<file path="src/hw/sltp_cfg.svh">
// Function
// RQ1 - Clock pattern bypasses both layers: neither scrambled nor encoded.
// RQ2 - Clock pattern sends eight ones then eight zeros, repeated forever.
// RQ3 - Ramp keeps link layer normal, transport off, sample input ignored.
// RQ4 - Ramp starts after alignment (8b/10b) or serializer init (64b/66b).
// RQ5 - Ramp octet stream is identical on all lanes, encoded and scrambled.
// RQ6 - Ramp counts from 0x00 each multiframe, wrapping after 0xFF.
// RQ7 - Ramp works with both 8b/10b and 64b/66b encoding.
// RQ8 - Transport patterns begin after link start and repeat in data state.
// RQ9 - All lane modes use the short transport pattern, repeated per frame; the 8-bit pattern repeats every two frames.
// RQ10 - 8-bit short pattern: lane i sends i, then 0xFF minus i.
// RQ11 - Only the lowest enabled lanes carry the pattern; others stay idle.
// RQ12 - 12-bit pattern: words with nibbles 0xF-j, j, k on each lane.
// RQ13 - D21.5 mode sends a continuous D21.5 stream with either encoding.
// RQ14 - K28.5 mode sends continuous K28.5 commas, 8b/10b only.
// RQ15 - Repeated alignment mode resends alignment, never enters data phase.
// RQ16 - Repeated alignment: on sync request do code group sync, then resume.
// RQ17 - Modified RPAT repeats a 12-octet pattern starting 0xBE, 0xD7.
// RQ18 - RPAT octets three to twelve follow the fixed table order.
// RQ19 - Controller selects a test mode only while the link is disabled.
// RQ20 - The 12-bit pattern tail nibble is driven as zero.
`ifndef SLTP_CFG_SVH
`define SLTP_CFG_SVH

`define SLTP_NUM_LANES 16
`define SLTP_MODE_OFF 4'h0
`define SLTP_MODE_CLOCK 4'h1
`define SLTP_MODE_RAMP 4'h2
`define SLTP_MODE_STP 4'h3
`define SLTP_MODE_D215 4'h4
`define SLTP_MODE_K285 4'h5
`define SLTP_MODE_RILA 4'h6
`define SLTP_MODE_RPAT 4'h7

`define SLTP_CLK_ONES 8'hff
`define SLTP_CLK_ZEROS 8'h00
`define SLTP_D215 8'hb5
`define SLTP_K285 8'hbc
`define SLTP_RAMP_START 8'h00
`define SLTP_STP8_TOP 8'hff
`define SLTP_GRP8_MASK 4'h3
`define SLTP_GRP12_MASK 4'h7
`define SLTP_NIB_TOP 4'hf
`define SLTP_NIB_TAIL 4'hf
`define SLTP_TAIL_VALUE 4'h0

`define SLTP_RPAT_LAST 4'hb
`define SLTP_RPAT0 8'hbe
`define SLTP_RPAT1 8'hd7
`define SLTP_RPAT2 8'h23
`define SLTP_RPAT3 8'h47
`define SLTP_RPAT4 8'h6b
`define SLTP_RPAT5 8'h8f
`define SLTP_RPAT6 8'hb3
`define SLTP_RPAT7 8'h14
`define SLTP_RPAT8 8'h5e
`define SLTP_RPAT9 8'hfb
`define SLTP_RPAT10 8'h35
`define SLTP_RPAT11 8'h59

`endif

</file>
<file path="src/hw/sltp_pkg.sv">
package sltp_pkg;
   typedef logic [3:0] sltp_mode_t;
   typedef logic [7:0] sltp_octet_t;
   typedef enum logic [1:0] {
      ST_OFF,
      ST_WAIT,
      ST_RUN,
      ST_CGS
   } sltp_state_e;
endpackage

</file>
<file path="src/hw/sltp_pos_if.sv">
`timescale 1ns/1ps
`default_nettype none
interface sltp_pos_if;
   logic run;
   logic [3:0] octetsPerFrameM1;
   logic [7:0] framesPerMfM1;
   logic [3:0] octetIdx;
   logic [7:0] frameIdx;
   logic [7:0] mfOctet;
   modport ctl (
      output run,
      output octetsPerFrameM1,
      output framesPerMfM1,
      input octetIdx,
      input frameIdx,
      input mfOctet
   );
   modport cnt (
      input run,
      input octetsPerFrameM1,
      input framesPerMfM1,
      output octetIdx,
      output frameIdx,
      output mfOctet
   );
endinterface
`default_nettype wire

</file>
<file path="src/hw/sltp_gen.sv">
`timescale 1ns/1ps
`default_nettype none
`include "sltp_cfg.svh"
// Lane test-pattern source. Each cycle every lane gets one octet. The
// flags tell the link layer whether to bypass transport, bypass the
// whole link layer, treat the octet as a control character, or run its
// own alignment sequence instead of data.
module sltp_gen (
   input wire logic clk,                   // 25 MHz system clock
   input wire logic rst,                   // Synchronous reset
   input wire logic [3:0] testPatternSelect, // Requested test mode
   input wire logic linkEnable,            // Link running; mode is frozen
   input wire logic encode64b66b,          // 1: 64b/66b, 0: 8b/10b
   input wire logic [4:0] laneCount,       // Enabled lanes, 0 to 16
   input wire logic sample12,              // 1: 12-bit, 0: 8-bit samples
   input wire logic [3:0] octetsPerFrameM1, // F minus one
   input wire logic [7:0] framesPerMfM1,   // K minus one
   input wire logic ilaDone,               // Alignment done, data state
   input wire logic serdesReady,           // Serializers initialised
   input wire logic syncRequestN,          // Receiver sync pin, low active
   output logic [127:0] laneData,          // Octet per lane, lane 0 low
   output logic [15:0] laneIsCtrl,         // Octet is a control char
   output logic [15:0] laneValid,          // Lane carries pattern
   output logic bypassLink,                // Skip scrambler and encoder
   output logic bypassTransport,           // Ignore formatter samples
   output logic ilaRepeat,                 // Link resends alignment only
   output logic cgsRequest,                // Link performs code group sync
   output logic patternActive              // Pattern is being sent
);
   sltp_pos_if pos ();

   sltp_pos_cnt u_pos (
      .clk(clk),
      .rst(rst),
      .pos(pos)
   );

   // Nibble of the 12-bit short pattern for lane j at position n
   function automatic logic [3:0] stp12Nibble(
      input logic [2:0] j,
      input logic [3:0] n
   );
      logic [3:0] word;
      logic [1:0] part;
      word = 4'h0;
      part = 2'h0;
      stp12Nibble = `SLTP_TAIL_VALUE;
      if (n != `SLTP_NIB_TAIL) begin
         word = 4'((n / 4'h3) + 4'h1);
         part = 2'(n % 4'h3);
         case (part)
            2'h0: stp12Nibble = `SLTP_NIB_TOP - {1'b0, j}; // see RQ12
            2'h1: stp12Nibble = {1'b0, j}; // see RQ12
            default: stp12Nibble = word; // see RQ12
         endcase
      end else begin
         stp12Nibble = `SLTP_TAIL_VALUE; // see RQ20
      end
   endfunction

   function automatic sltp_pkg::sltp_octet_t stp12Octet(
      input logic [2:0] j,
      input logic [3:0] octet
   );
      stp12Octet = {stp12Nibble(j, {octet[2:0], 1'b0}),
                    stp12Nibble(j, {octet[2:0], 1'b1})};
   endfunction

   function automatic sltp_pkg::sltp_octet_t stp8Octet(
      input logic [1:0] i,
      input logic frameOdd
   );
      if (frameOdd) begin
         stp8Octet = `SLTP_STP8_TOP - {6'h00, i}; // see RQ10
      end else begin
         stp8Octet = {6'h00, i}; // see RQ10
      end
   endfunction

   function automatic sltp_pkg::sltp_octet_t rpatOctet(
      input logic [3:0] idx
   );
      case (idx)
         4'h0: rpatOctet = `SLTP_RPAT0; // see RQ17
         4'h1: rpatOctet = `SLTP_RPAT1; // see RQ17
         4'h2: rpatOctet = `SLTP_RPAT2; // see RQ18
         4'h3: rpatOctet = `SLTP_RPAT3;
         4'h4: rpatOctet = `SLTP_RPAT4;
         4'h5: rpatOctet = `SLTP_RPAT5;
         4'h6: rpatOctet = `SLTP_RPAT6;
         4'h7: rpatOctet = `SLTP_RPAT7;
         4'h8: rpatOctet = `SLTP_RPAT8;
         4'h9: rpatOctet = `SLTP_RPAT9;
         4'ha: rpatOctet = `SLTP_RPAT10;
         4'hb: rpatOctet = `SLTP_RPAT11; // see RQ18
         default: rpatOctet = `SLTP_RPAT0;
      endcase
   endfunction

   // Modes tied to 8b/10b are refused under 64b/66b; unknown codes too
   function automatic logic modeSupported(
      input sltp_pkg::sltp_mode_t m,
      input logic enc66
   );
      case (m)
         `SLTP_MODE_OFF,
         `SLTP_MODE_CLOCK,
         `SLTP_MODE_RAMP,
         `SLTP_MODE_STP,
         `SLTP_MODE_D215: modeSupported = 1'b1; // see RQ7 RQ13
         `SLTP_MODE_K285,
         `SLTP_MODE_RILA,
         `SLTP_MODE_RPAT: modeSupported = !enc66; // see RQ14 RQ17
         default: modeSupported = 1'b0;
      endcase
   endfunction

   // Ramp and transport patterns hold off until the link is up
   function automatic logic waitsForLink(
      input sltp_pkg::sltp_mode_t m
   );
      waitsForLink = (m == `SLTP_MODE_RAMP) || (m == `SLTP_MODE_STP);
   endfunction

   // Sync request pin crossing
   logic syncMeta;
   logic syncReqN;
   logic next_syncMeta;
   logic next_syncReqN;

   always_comb begin
      next_syncMeta = syncRequestN;
      next_syncReqN = syncMeta;
   end

   always_ff @(posedge clk) begin
      if (rst) begin
         syncMeta <= 1'b1;
         syncReqN <= 1'b1;
      end else begin
         syncMeta <= next_syncMeta;
         syncReqN <= next_syncReqN;
      end
   end

   // Mode capture and sequencing
   sltp_pkg::sltp_mode_t mode;
   sltp_pkg::sltp_state_e state;
   sltp_pkg::sltp_mode_t next_mode;
   sltp_pkg::sltp_state_e next_state;
   logic needsLinkStart;
   logic started;
   logic supported;

   always_comb begin
      next_mode = mode;
      next_state = state;
      needsLinkStart = waitsForLink(mode);
      // Link is up: alignment done, or serializers ready for 64b/66b
      started = encode64b66b ? serdesReady : ilaDone; // see RQ4 RQ8
      supported = modeSupported(mode, encode64b66b);
      if (!linkEnable) begin
         next_mode = testPatternSelect; // see RQ19
      end
      case (state)
         sltp_pkg::ST_OFF: begin
            if (mode != `SLTP_MODE_OFF && supported) begin
               next_state = sltp_pkg::ST_WAIT;
            end
         end
         sltp_pkg::ST_WAIT: begin
            if (mode == `SLTP_MODE_OFF || !supported) begin
               next_state = sltp_pkg::ST_OFF;
            end else if (!needsLinkStart || started) begin
               next_state = sltp_pkg::ST_RUN;
            end
         end
         sltp_pkg::ST_RUN: begin
            if (mode == `SLTP_MODE_OFF || !supported) begin
               next_state = sltp_pkg::ST_OFF;
            end else if (needsLinkStart && !encode64b66b && !ilaDone) begin
               next_state = sltp_pkg::ST_WAIT; // see RQ8
            end else if (mode == `SLTP_MODE_RILA && !syncReqN) begin
               next_state = sltp_pkg::ST_CGS; // see RQ16
            end
         end
         // Hold code group sync until the receiver drops its request
         sltp_pkg::ST_CGS: begin
            if (mode != `SLTP_MODE_RILA) begin
               next_state = sltp_pkg::ST_OFF;
            end else if (syncReqN) begin
               next_state = sltp_pkg::ST_RUN; // see RQ16
            end
         end
         default: next_state = sltp_pkg::ST_OFF;
      endcase
      // Any mode change restarts the sequence from OFF
      if (next_mode != mode) begin
         next_state = sltp_pkg::ST_OFF;
      end
   end

   always_ff @(posedge clk) begin
      if (rst) begin
         mode <= `SLTP_MODE_OFF;
         state <= sltp_pkg::ST_OFF;
      end else begin
         mode <= next_mode;
         state <= next_state;
      end
   end

   // Position counters advance only while the pattern runs
   assign pos.run = (state == sltp_pkg::ST_RUN);
   assign pos.octetsPerFrameM1 = octetsPerFrameM1;
   assign pos.framesPerMfM1 = framesPerMfM1;

   // Pattern phase: clock half-word and RPAT octet index. Both restart
   // from their first unit every time the run state is entered.
   logic clkPhase;
   logic [3:0] rpatIdx;
   logic next_clkPhase;
   logic [3:0] next_rpatIdx;

   always_comb begin
      next_clkPhase = 1'b0;
      next_rpatIdx = 4'h0;
      if (state == sltp_pkg::ST_RUN) begin
         next_clkPhase = ~clkPhase; // see RQ2
         if (rpatIdx == `SLTP_RPAT_LAST) begin
            next_rpatIdx = 4'h0; // see RQ17
         end else begin
            next_rpatIdx = rpatIdx + 4'h1;
         end
      end
   end

   always_ff @(posedge clk) begin
      if (rst) begin
         clkPhase <= 1'b0;
         rpatIdx <= 4'h0;
      end else begin
         clkPhase <= next_clkPhase;
         rpatIdx <= next_rpatIdx;
      end
   end

   // Lane outputs
   logic [127:0] next_laneData;
   logic [15:0] next_laneIsCtrl;
   logic [15:0] next_laneValid;
   logic next_bypassLink;
   logic next_bypassTransport;
   logic next_ilaRepeat;
   logic next_cgsRequest;
   logic next_patternActive;

   always_comb begin
      logic running;
      logic [3:0] lane;
      sltp_pkg::sltp_octet_t octet;
      logic ctrl;
      running = (state == sltp_pkg::ST_RUN);
      lane = 4'h0;
      octet = 8'h00;
      ctrl = 1'b0;
      next_laneData = 128'h0;
      next_laneIsCtrl = 16'h0000;
      next_laneValid = 16'h0000;
      next_bypassLink = running && (mode == `SLTP_MODE_CLOCK); // see RQ1
      // Formatter samples are ignored in every active pattern mode except repeated alignment
      next_bypassTransport = running && (mode != `SLTP_MODE_RILA); // see RQ3
      next_ilaRepeat = (state != sltp_pkg::ST_OFF) &&
                       (mode == `SLTP_MODE_RILA); // see RQ15
      next_cgsRequest = (state == sltp_pkg::ST_CGS); // see RQ16
      next_patternActive = running;
      for (int l = 0; l < `SLTP_NUM_LANES; l++) begin
         lane = 4'(l);
         octet = 8'h00;
         ctrl = 1'b0;
         case (mode)
            `SLTP_MODE_CLOCK: begin
               octet = clkPhase ? `SLTP_CLK_ZEROS : `SLTP_CLK_ONES; // see RQ2
            end
            `SLTP_MODE_RAMP: begin
               octet = pos.mfOctet; // see RQ5 RQ6 RQ7
            end
            `SLTP_MODE_STP: begin
               if (sample12) begin
                  octet = stp12Octet(3'(lane & `SLTP_GRP12_MASK),
                                     pos.octetIdx); // see RQ9 RQ12
               end else begin
                  octet = stp8Octet(2'(lane & `SLTP_GRP8_MASK),
                                    pos.frameIdx[0]); // see RQ9 RQ10
               end
            end
            `SLTP_MODE_D215: begin
               octet = `SLTP_D215; // see RQ13
            end
            `SLTP_MODE_K285: begin
               octet = `SLTP_K285; // see RQ14
               ctrl = 1'b1;
            end
            `SLTP_MODE_RPAT: begin
               octet = rpatOctet(rpatIdx); // see RQ17 RQ18
            end
            default: begin
               octet = 8'h00;
               ctrl = 1'b0;
            end
         endcase
         // Lanes beyond the configured count stay silent
         if (running && mode != `SLTP_MODE_RILA &&
             5'(l) < laneCount) begin // see RQ11
            next_laneData[8*l +: 8] = octet;
            next_laneIsCtrl[l] = ctrl;
            next_laneValid[l] = 1'b1;
         end
      end
   end

   always_ff @(posedge clk) begin
      if (rst) begin
         laneData <= 128'h0;
         laneIsCtrl <= 16'h0000;
         laneValid <= 16'h0000;
         bypassLink <= 1'b0;
         bypassTransport <= 1'b0;
         ilaRepeat <= 1'b0;
         cgsRequest <= 1'b0;
         patternActive <= 1'b0;
      end else begin
         laneData <= next_laneData;
         laneIsCtrl <= next_laneIsCtrl;
         laneValid <= next_laneValid;
         bypassLink <= next_bypassLink;
         bypassTransport <= next_bypassTransport;
         ilaRepeat <= next_ilaRepeat;
         cgsRequest <= next_cgsRequest;
         patternActive <= next_patternActive;
      end
   end
endmodule
`default_nettype wire

</file>
<file path="src/hw/sltp_pos_cnt.sv">
`timescale 1ns/1ps
`default_nettype none
`include "sltp_cfg.svh"
// Tracks the octet inside the frame, the frame inside the multiframe
// and a running octet count that restarts on every multiframe.
module sltp_pos_cnt (
   input wire logic clk,        // System clock
   input wire logic rst,        // Synchronous reset
   sltp_pos_if.cnt pos          // Position counters
);
   logic [3:0] next_octetIdx;
   logic [7:0] next_frameIdx;
   logic [7:0] next_mfOctet;

   always_comb begin
      next_octetIdx = pos.octetIdx;
      next_frameIdx = pos.frameIdx;
      next_mfOctet = pos.mfOctet;
      if (!pos.run) begin
         next_octetIdx = 4'h0;
         next_frameIdx = 8'h00;
         next_mfOctet = `SLTP_RAMP_START;
      end else if (pos.octetIdx == pos.octetsPerFrameM1) begin
         next_octetIdx = 4'h0;
         if (pos.frameIdx == pos.framesPerMfM1) begin
            next_frameIdx = 8'h00;
            next_mfOctet = `SLTP_RAMP_START; // see RQ6
         end else begin
            next_frameIdx = pos.frameIdx + 8'h01;
            next_mfOctet = pos.mfOctet + 8'h01;
         end
      end else begin
         next_octetIdx = pos.octetIdx + 4'h1;
         next_mfOctet = pos.mfOctet + 8'h01; // see RQ6
      end
   end

   always_ff @(posedge clk) begin
      if (rst) begin
         pos.octetIdx <= 4'h0;
         pos.frameIdx <= 8'h00;
         pos.mfOctet <= 8'h00;
      end else begin
         pos.octetIdx <= next_octetIdx;
         pos.frameIdx <= next_frameIdx;
         pos.mfOctet <= next_mfOctet;
      end
   end
endmodule
`default_nettype wire

</file>
<file path="config.mk">
export PLATFORM = sky130hd
export DESIGN_NAME = sltp_gen
export DESIGN_NICKNAME = d
export VERILOG_FILES = /design/src/hw/sltp_pkg.sv /design/src/hw/sltp_pos_if.sv /design/src/hw/sltp_gen.sv /design/src/hw/sltp_pos_cnt.sv
export VERILOG_INCLUDE_DIRS = /design/src /design/src/hw
export SDC_FILE = /design/constraint.sdc
export NUM_CORES = 1
export LEC_CHECK = 0
export BUFFER_PORTS_ARGS = -buffer_cell sky130_fd_sc_hd__buf_2
export CAP_MARGIN = 25
export CORE_ASPECT_RATIO = 0.6
export CORE_MARGIN = 2
export CORE_UTILIZATION = 26
export CTS_CLUSTER_DIAMETER = 40
export DETAILED_ROUTE_END_ITERATION = 10
export GPL_ROUTABILITY_DRIVEN = 0
export GPL_TIMING_DRIVEN = 1
export PLACE_DENSITY = 0.53
export SLEW_MARGIN = 20
export SYNTH_ARGS = -nofsm -noshare
export SYNTH_HDL_FRONTEND = slang
export SYNTH_HIERARCHICAL = 1
export SYNTH_SLANG_ARGS = --single-unit
</file>
<file path="constraint.sdc">
create_clock -name clk -period 2.02 [get_ports clk]
set_input_delay 0.303 -clock clk [delete_from_list [all_inputs] [get_ports clk]]
set_output_delay 0.303 -clock clk [all_outputs]
set_load 0.1 [all_outputs]
</file>
After elaboration in Yosys (flattened, before gate mapping). Memory sizes are Yosys's and may differ from the RTL's. A register that Yosys moved wholly into a read port is not among the register bits. Index checks and enable logic that the tools add are counted.

Bits of input ports: 29. ROM bits: 2048. Register bits: 198. Word-level logic and storage cells: 290. Memories kept: 16.

$lt $le $gt $ge: 16. Div/mod/pow operators: 4. Bitwise gates (word level): 18. Reduce and logical (&&, ||, !) cells: 60. Add/subtract/negate cells: 6. Equality and inequality tests: 22. Multiplexer cells: 101.

Memories: (no name shown) (words 16, width 8, read ports 1, clocked after memory_dff 1, write ports 0, RTL line sltp_gen.sv:83) `case (idx)`; (no name shown) (words 16, width 8, read ports 1, clocked after memory_dff 1, write ports 0, RTL line sltp_gen.sv:83); (no name shown) (words 16, width 8, read ports 1, clocked after memory_dff 1, write ports 0, RTL line sltp_gen.sv:83); (no name shown) (words 16, width 8, read ports 1, clocked after memory_dff 1, write ports 0, RTL line sltp_gen.sv:83); (no name shown) (words 16, width 8, read ports 1, clocked after memory_dff 1, write ports 0, RTL line sltp_gen.sv:83); (no name shown) (words 16, width 8, read ports 1, clocked after memory_dff 1, write ports 0, RTL line sltp_gen.sv:83); 10 more memories.

Operators by type and width (count): $pmux W8 S6 (16); $mux W8 (16); $pmux W4 S2 (16); $mux W4 (25); $lt A4 B5 Y1 const A (8); $reduce_or A2 Y1 (18); $logic_and A1 B1 Y1 (23); $lt A3 B5 Y1 const A (4); $mux W1 (18); $not A1 Y1 (18); $add A4 B1 Y4 const B (4); $add A8 B1 Y8 const B (2); $eq A4 B3 Y1 const B (4); $mux W2 (8); $lt A1 B5 Y1 const A (2); $lt A2 B5 Y1 const A (2); $reduce_or A3 Y1 (3); $div A4 B2 Y4 const B (2); $eq A4 B2 Y1 const B (2); $eq A8 B8 Y1 (1); $mod A4 B2 Y4 const B (2); $pmux W2 S4 (1); $eq A2 B1 Y1 const B (3); $logic_not A2 Y1 (3); other kinds (18) (26).

Logic depth before layout (Yosys ltp).
Depth in word-level cells: 7. Depth in mapped cells: 10. Mapped depth without buffers: 10.

Modules after synthesis. Netlist, hierarchy kept.

Modules (own cells, without submodules): sltp_gen (area each 5913.2 µm², cells an instance 592, times used 1, sequential area each 3723.6 µm²); sltp_pos_cnt (area each 953.4 µm², cells an instance 105, times used 1, sequential area each 400.4 µm²).

Worst setup path before layout. Ideal clock, no wire load.

Path kind: reg2reg. From: reg u_pos.pos.octetIdx[2]. To: reg laneData[69]. Path buffers: 1. Stages on the path, launching flop included: 9. Arrival time: 2.123 ns. Setup time: 0.074 ns. Slack: -0.177 ns. Cells stage by stage: dfxtp_1 buf_1 mux2i_1 ha_1 inv_1 maj3_1 a221oi_1 o21ai_1 a21oi_1.

Cells in the longest elaborated chain, start to end: 5. Elaborated cells between the ends (all ways): 8.

Ends and longest elaborated chain: start: declaration (RTL line sltp_pos_if.sv:22) `output octetIdx,`; start signal: assignment (RTL line sltp_pos_cnt.sv:44) `pos.octetIdx <= next_octetIdx;`; $div A4 B2 Y4 / $mod A4 B2 Y4 (equally long branches) (RTL line sltp_gen.sv:49, sltp_gen.sv:50); $add A4 B1 Y4, or another cell as far along (RTL line sltp_gen.sv:49) `word = 4'((n / 4'h3) + 4'h1);`; $pmux W4 S2 (*) (RTL line sltp_gen.sv:51) `case (part)`; $mux W8 (*) (RTL line sltp_gen.sv:289) `if (sample12) begin`; $pmux W8 S6 (*) (RTL line sltp_gen.sv:281) `case (mode)`; end signal: assignment (RTL line sltp_gen.sv:333) `laneData <= next_laneData;`; end: declaration (RTL line sltp_gen.sv:21) `output logic [127:0] laneData,`.

Mark *: on every way between the ends. The rest lies on a longest branch, timed or not. A chain may end at the register's enable or synchronous reset.

Worst setup path after layout.
From: reg u_pos.pos.octetIdx[1]. To: reg laneData[46].

The elaborated chain is that of the path after synthesis.

==> impl_metrics.csv <==
group,metric,value,unit
floorplanning,start_util,0.262,
power,seqPwrFrac,0.427,
timing,max_clock_freq,480,MHz
clock_network,clock-sinks,206,
timing,maxSlewHeadroom,0.561,
power,p_per_area,952,nW/um2
critical_path,endpoint_kind,"flop",
placed_design,place_ws,-0.272,ns
critical_path,crit_path_cell_trace,"nor3b_4 -> a21o_1 -> ha_4 -> or3_1 -> o211ai_1 -> o211ai_1 -> a21oi_4 -> buf_12 -> nor2_1",
placed_design,dp_cells,1300,
power,leakage,4.60,nW
floorplanning,dieHeight,130,um
timing,rsz0062_at_grt,"yes",
layout,nFillCells,2695,
drt,route.detailed.drc,0,
floorplanning,boundaryPins,194,
global_route,overflow,0,
yosys,synth.avg_cell_area,9.85,um2
run,maxCapViolations,0,
layout,instances_no_fill,1362,
global_route,grt.total_usage,0.154,
power,clockPowerShare,0.524,
clock_network,clockBufferDepth,3,
critical_path,cp_top_family,"compound AO/OA/AOI/OAI gates",
layout,num_antenna_cells,0,
yosys,synth_cell_type_count,65,
clock_network,cts-buffers-inserted,27,
critical_path,crit_buf_inv,1,
power,cellInternalPower,0.00721,W
yosys,async_flop_share,0,
clock_network,cts-root-buf,"clkbuf_16",
clock_network,clk_pin_slew_worst_paths,0.07,ns
yosys,syn_inst,697,
drt,dr.pass1.iters,5,
hold_path,hp-class,"input port to flop",
power,ir_drop,0.485,mV
timing,worst_clock_skew,0.0297,ns
timing,setup_viol,8,
layout,seq_area,4130,um2
critical_path,required,2.43,ns
run_status,status,"finished with violations",
critical_path,cp_max_fo,6,
global_route,grt_max_degree,19,
global_route,grt_pass1_vias,5510,
power,switching_power,0.00234,W
timing,tightest_slew,0.659,ns
placed_design,port_buffers,193,
critical_path,cpMaxStageDelayCell,"dfxtp_4",
layout,multiInputGateArea,2660,um2
drt,ant_nets,0,
floorplanning,core,26200,um2
clock_network,cts_tree,"done",
yosys,synth-edff-count,0,
clock_network,clk_latency,0.54,ns
yosys,syn_nets,737,
drt,via_per_inst,4.24,
yosys,synth_area,6870,um2
drt,vias,5779,
floorplanning,std_cell_rows,46,
drt,drt_iter0_markers,305,
layout,drive_gt1_frac,0.390,
clock_network,cts_max_level,1,
timing,setup_slack,-0.0623,ns
critical_path,critPathKind,"flop to flop",
yosys,yosysSeqAreaShare,0.601,
drt,drt-total-wl,21.8,mm
critical_path,cp_common_cell,"o211ai_1",
floorplanning,die_x,214,um
layout,final_core_util,0.383,
timing,setup_tns,-0.393,ns
run_status,violations,"negative setup slack",
placed_design,dp_hpwl,15.8,mm
yosys,yosys_warnings,6,
global_route,grt_pass1_wl,32.2,mm
layout,nets,1021,
critical_path,critPathLaunchType,"flop",
timing,maxSlewViolCount,0,
critical_path,arrival,2.49,ns
power,combinationalPowerShare,0.049,
yosys,ys.flop_type,"dfxtp_1",
timing,finalCritPeriodShare,1.03,
critical_path,critPathMaxStageDelay,0.37,ns
floorplanning,dieArea,27800,um2
global_route,antenna_found_initial,0,
drt,avgRoutedWirePerCell,16.0,um
power,swShare,0.245,
timing,min_period,2.08,ns
timing,hold_viol,0,
layout,areaGrowthSynthToFinish,46.2,%
yosys,synth-seq-cells,206,
critical_path,reg2reg_slack,-0.06,ns
repair_timing:
item,in CTS,in global routing
pin swaps,8,6
setup endpoints to repair,65,61
hold buffers,2,0
buffers inserted,5,5
gates resized for setup,11,27
endpoints found under the hold margin,2,0
path summary, 6_finish.rpt:
kind / startpoint / end / depth (start not counted)
max reg2reg: u_pos/pos.octetIdx[1]$_SDFF_PP0_ / laneData[46]$_SDFF_PP0_ / 9
min: testPatternSelect[1] / mode[1]$_SDFF_PP0_ / 3
max: u_pos/pos.octetIdx[1]$_SDFF_PP0_ / laneData[46]$_SDFF_PP0_ / 9
min reg2reg: next_syncReqN$_SDFF_PP1_ / syncReqN$_SDFF_PP1_ / 1
flip-flops by register name, summed over array words and instances, names as in the netlist, named ones only:
signal              cells
patternActive           1
clkPhase                1
state                   2
bypassTransport         1
ilaRepeat               1
rpatIdx                 4
u_pos/pos.frameIdx      8
bypassLink              1
u_pos/pos.mfOctet       8
mode                    4
u_pos/pos.octetIdx      4
laneValid              16
cgsRequest              1
laneData              128
syncReqN                1
next_syncReqN           1
laneIsCtrl             16
routing by layer:
metal  vias up  wire, um  global-route usage
met5         -         0                   0
met4         0       514              0.0474
met3        36      1840              0.0575
met2       180      8450               0.210
met1      2680     11000               0.223
li1       2883         -                   -
worst register-to-register path: cells and delay by family (launching register included):
family	cells	cell delay, ns
buffers and inverters	1	0.15
AND/OR/NAND/NOR	3	0.50
adder cells (fa/ha/maj)	1	0.18
AO/OA/AOI/OAI	4	0.76
flip-flops	1	0.37
cells in the final DEF, fill, tap and decap left out, drive strengths merged, types with 2 or more instances in the layout:
master / n
o22ai: 3
or2: 7
mux2i: 7
and2: 7
nand3: 15
nor2b: 6
a211oi: 2
nand4: 2
xnor2: 13
or3: 6
bufinv: 3
clkinv: 11
nor3: 6
buf: 278
a21oi: 28
maj3: 2
inv: 38
and3: 4
clkbuf: 29
ha: 11
o211ai: 6
o31ai: 4
a221oi: 3
nor4: 3
a22oi: 8
nand2: 28
or4: 3
dfxtp: 206
o21ai: 29
a21o: 2
xor2: 18
nand2b: 7
a21boi: 3
o21a: 7
nor2: 177
dlygate4sd3: 2
cell usage after synthesis (7+ instances only):
cell type / count / area share
a22oi_1: 8 / 0.0087
o21a_1: 7 / 0.0077
o21ai_0: 14 / 0.010
nor2_2: 11 / 0.010
nor2_1: 166 / 0.091
inv_1: 31 / 0.017
xor2_1: 18 / 0.023
mux2i_1: 7 / 0.010
buf_2: 9 / 0.0066
and2_1: 7 / 0.0064
nand2b_1: 7 / 0.0064
xnor2_1: 13 / 0.017
nand2_1: 28 / 0.015
clkbuf_1: 11 / 0.0060
dfxtp_1: 206 / 0.60
nand3_1: 15 / 0.011
a21oi_1: 24 / 0.017
o21ai_1: 10 / 0.0073
ha_1: 11 / 0.020
logic make-up after synthesis:
kind of cell    Yosys count  share of synthesized area
compound gates          105                      0.104
mux                       8                     0.0118
simple gates            278                      0.185
buf+inv                  56                     0.0355
flops                   206                      0.601
xor+xnor                 31                     0.0395
fa+ha+maj                13                     0.0230
final cells by class:
type	count	area share
flip-flops and latches	206	0.412
multi-input cells	435	0.265
clock buffers	29	0.0681
clock inverters	21	0.0283
inverters	31	0.0118
well taps	360	0.0449
repair buffers	280	0.170
through the flow:
step / hold WS (ns) / cell area, um2 / power (W)
5_1_grt: 0.0353 / 10000 / 0.00989
3_5_place_dp: 0.399 / 8790 / 0.00459
6_report: 0.0416 / 10000 / 0.00955
2_1_floorplan: 0.389 / 6900 / 0.00439
3_3_place_gp: 0.396 / 8780 / 0.00459
4_1_cts: 0.00739 / 9880 / 0.00967
power groups by stage:
stage / logic (W) / registers [W] / clock network [W]
floorplan: 0.000205 / 0.00418 / 0
global placement: 0.000418 / 0.00417 / 0
detailed placement: 0.000420 / 0.00417 / 0
CTS: 0.000450 / 0.00408 / 0.00514
global route: 0.000504 / 0.00408 / 0.00531
finish: 0.000466 / 0.00408 / 0.00501
(Power assumes the default switching activity.)
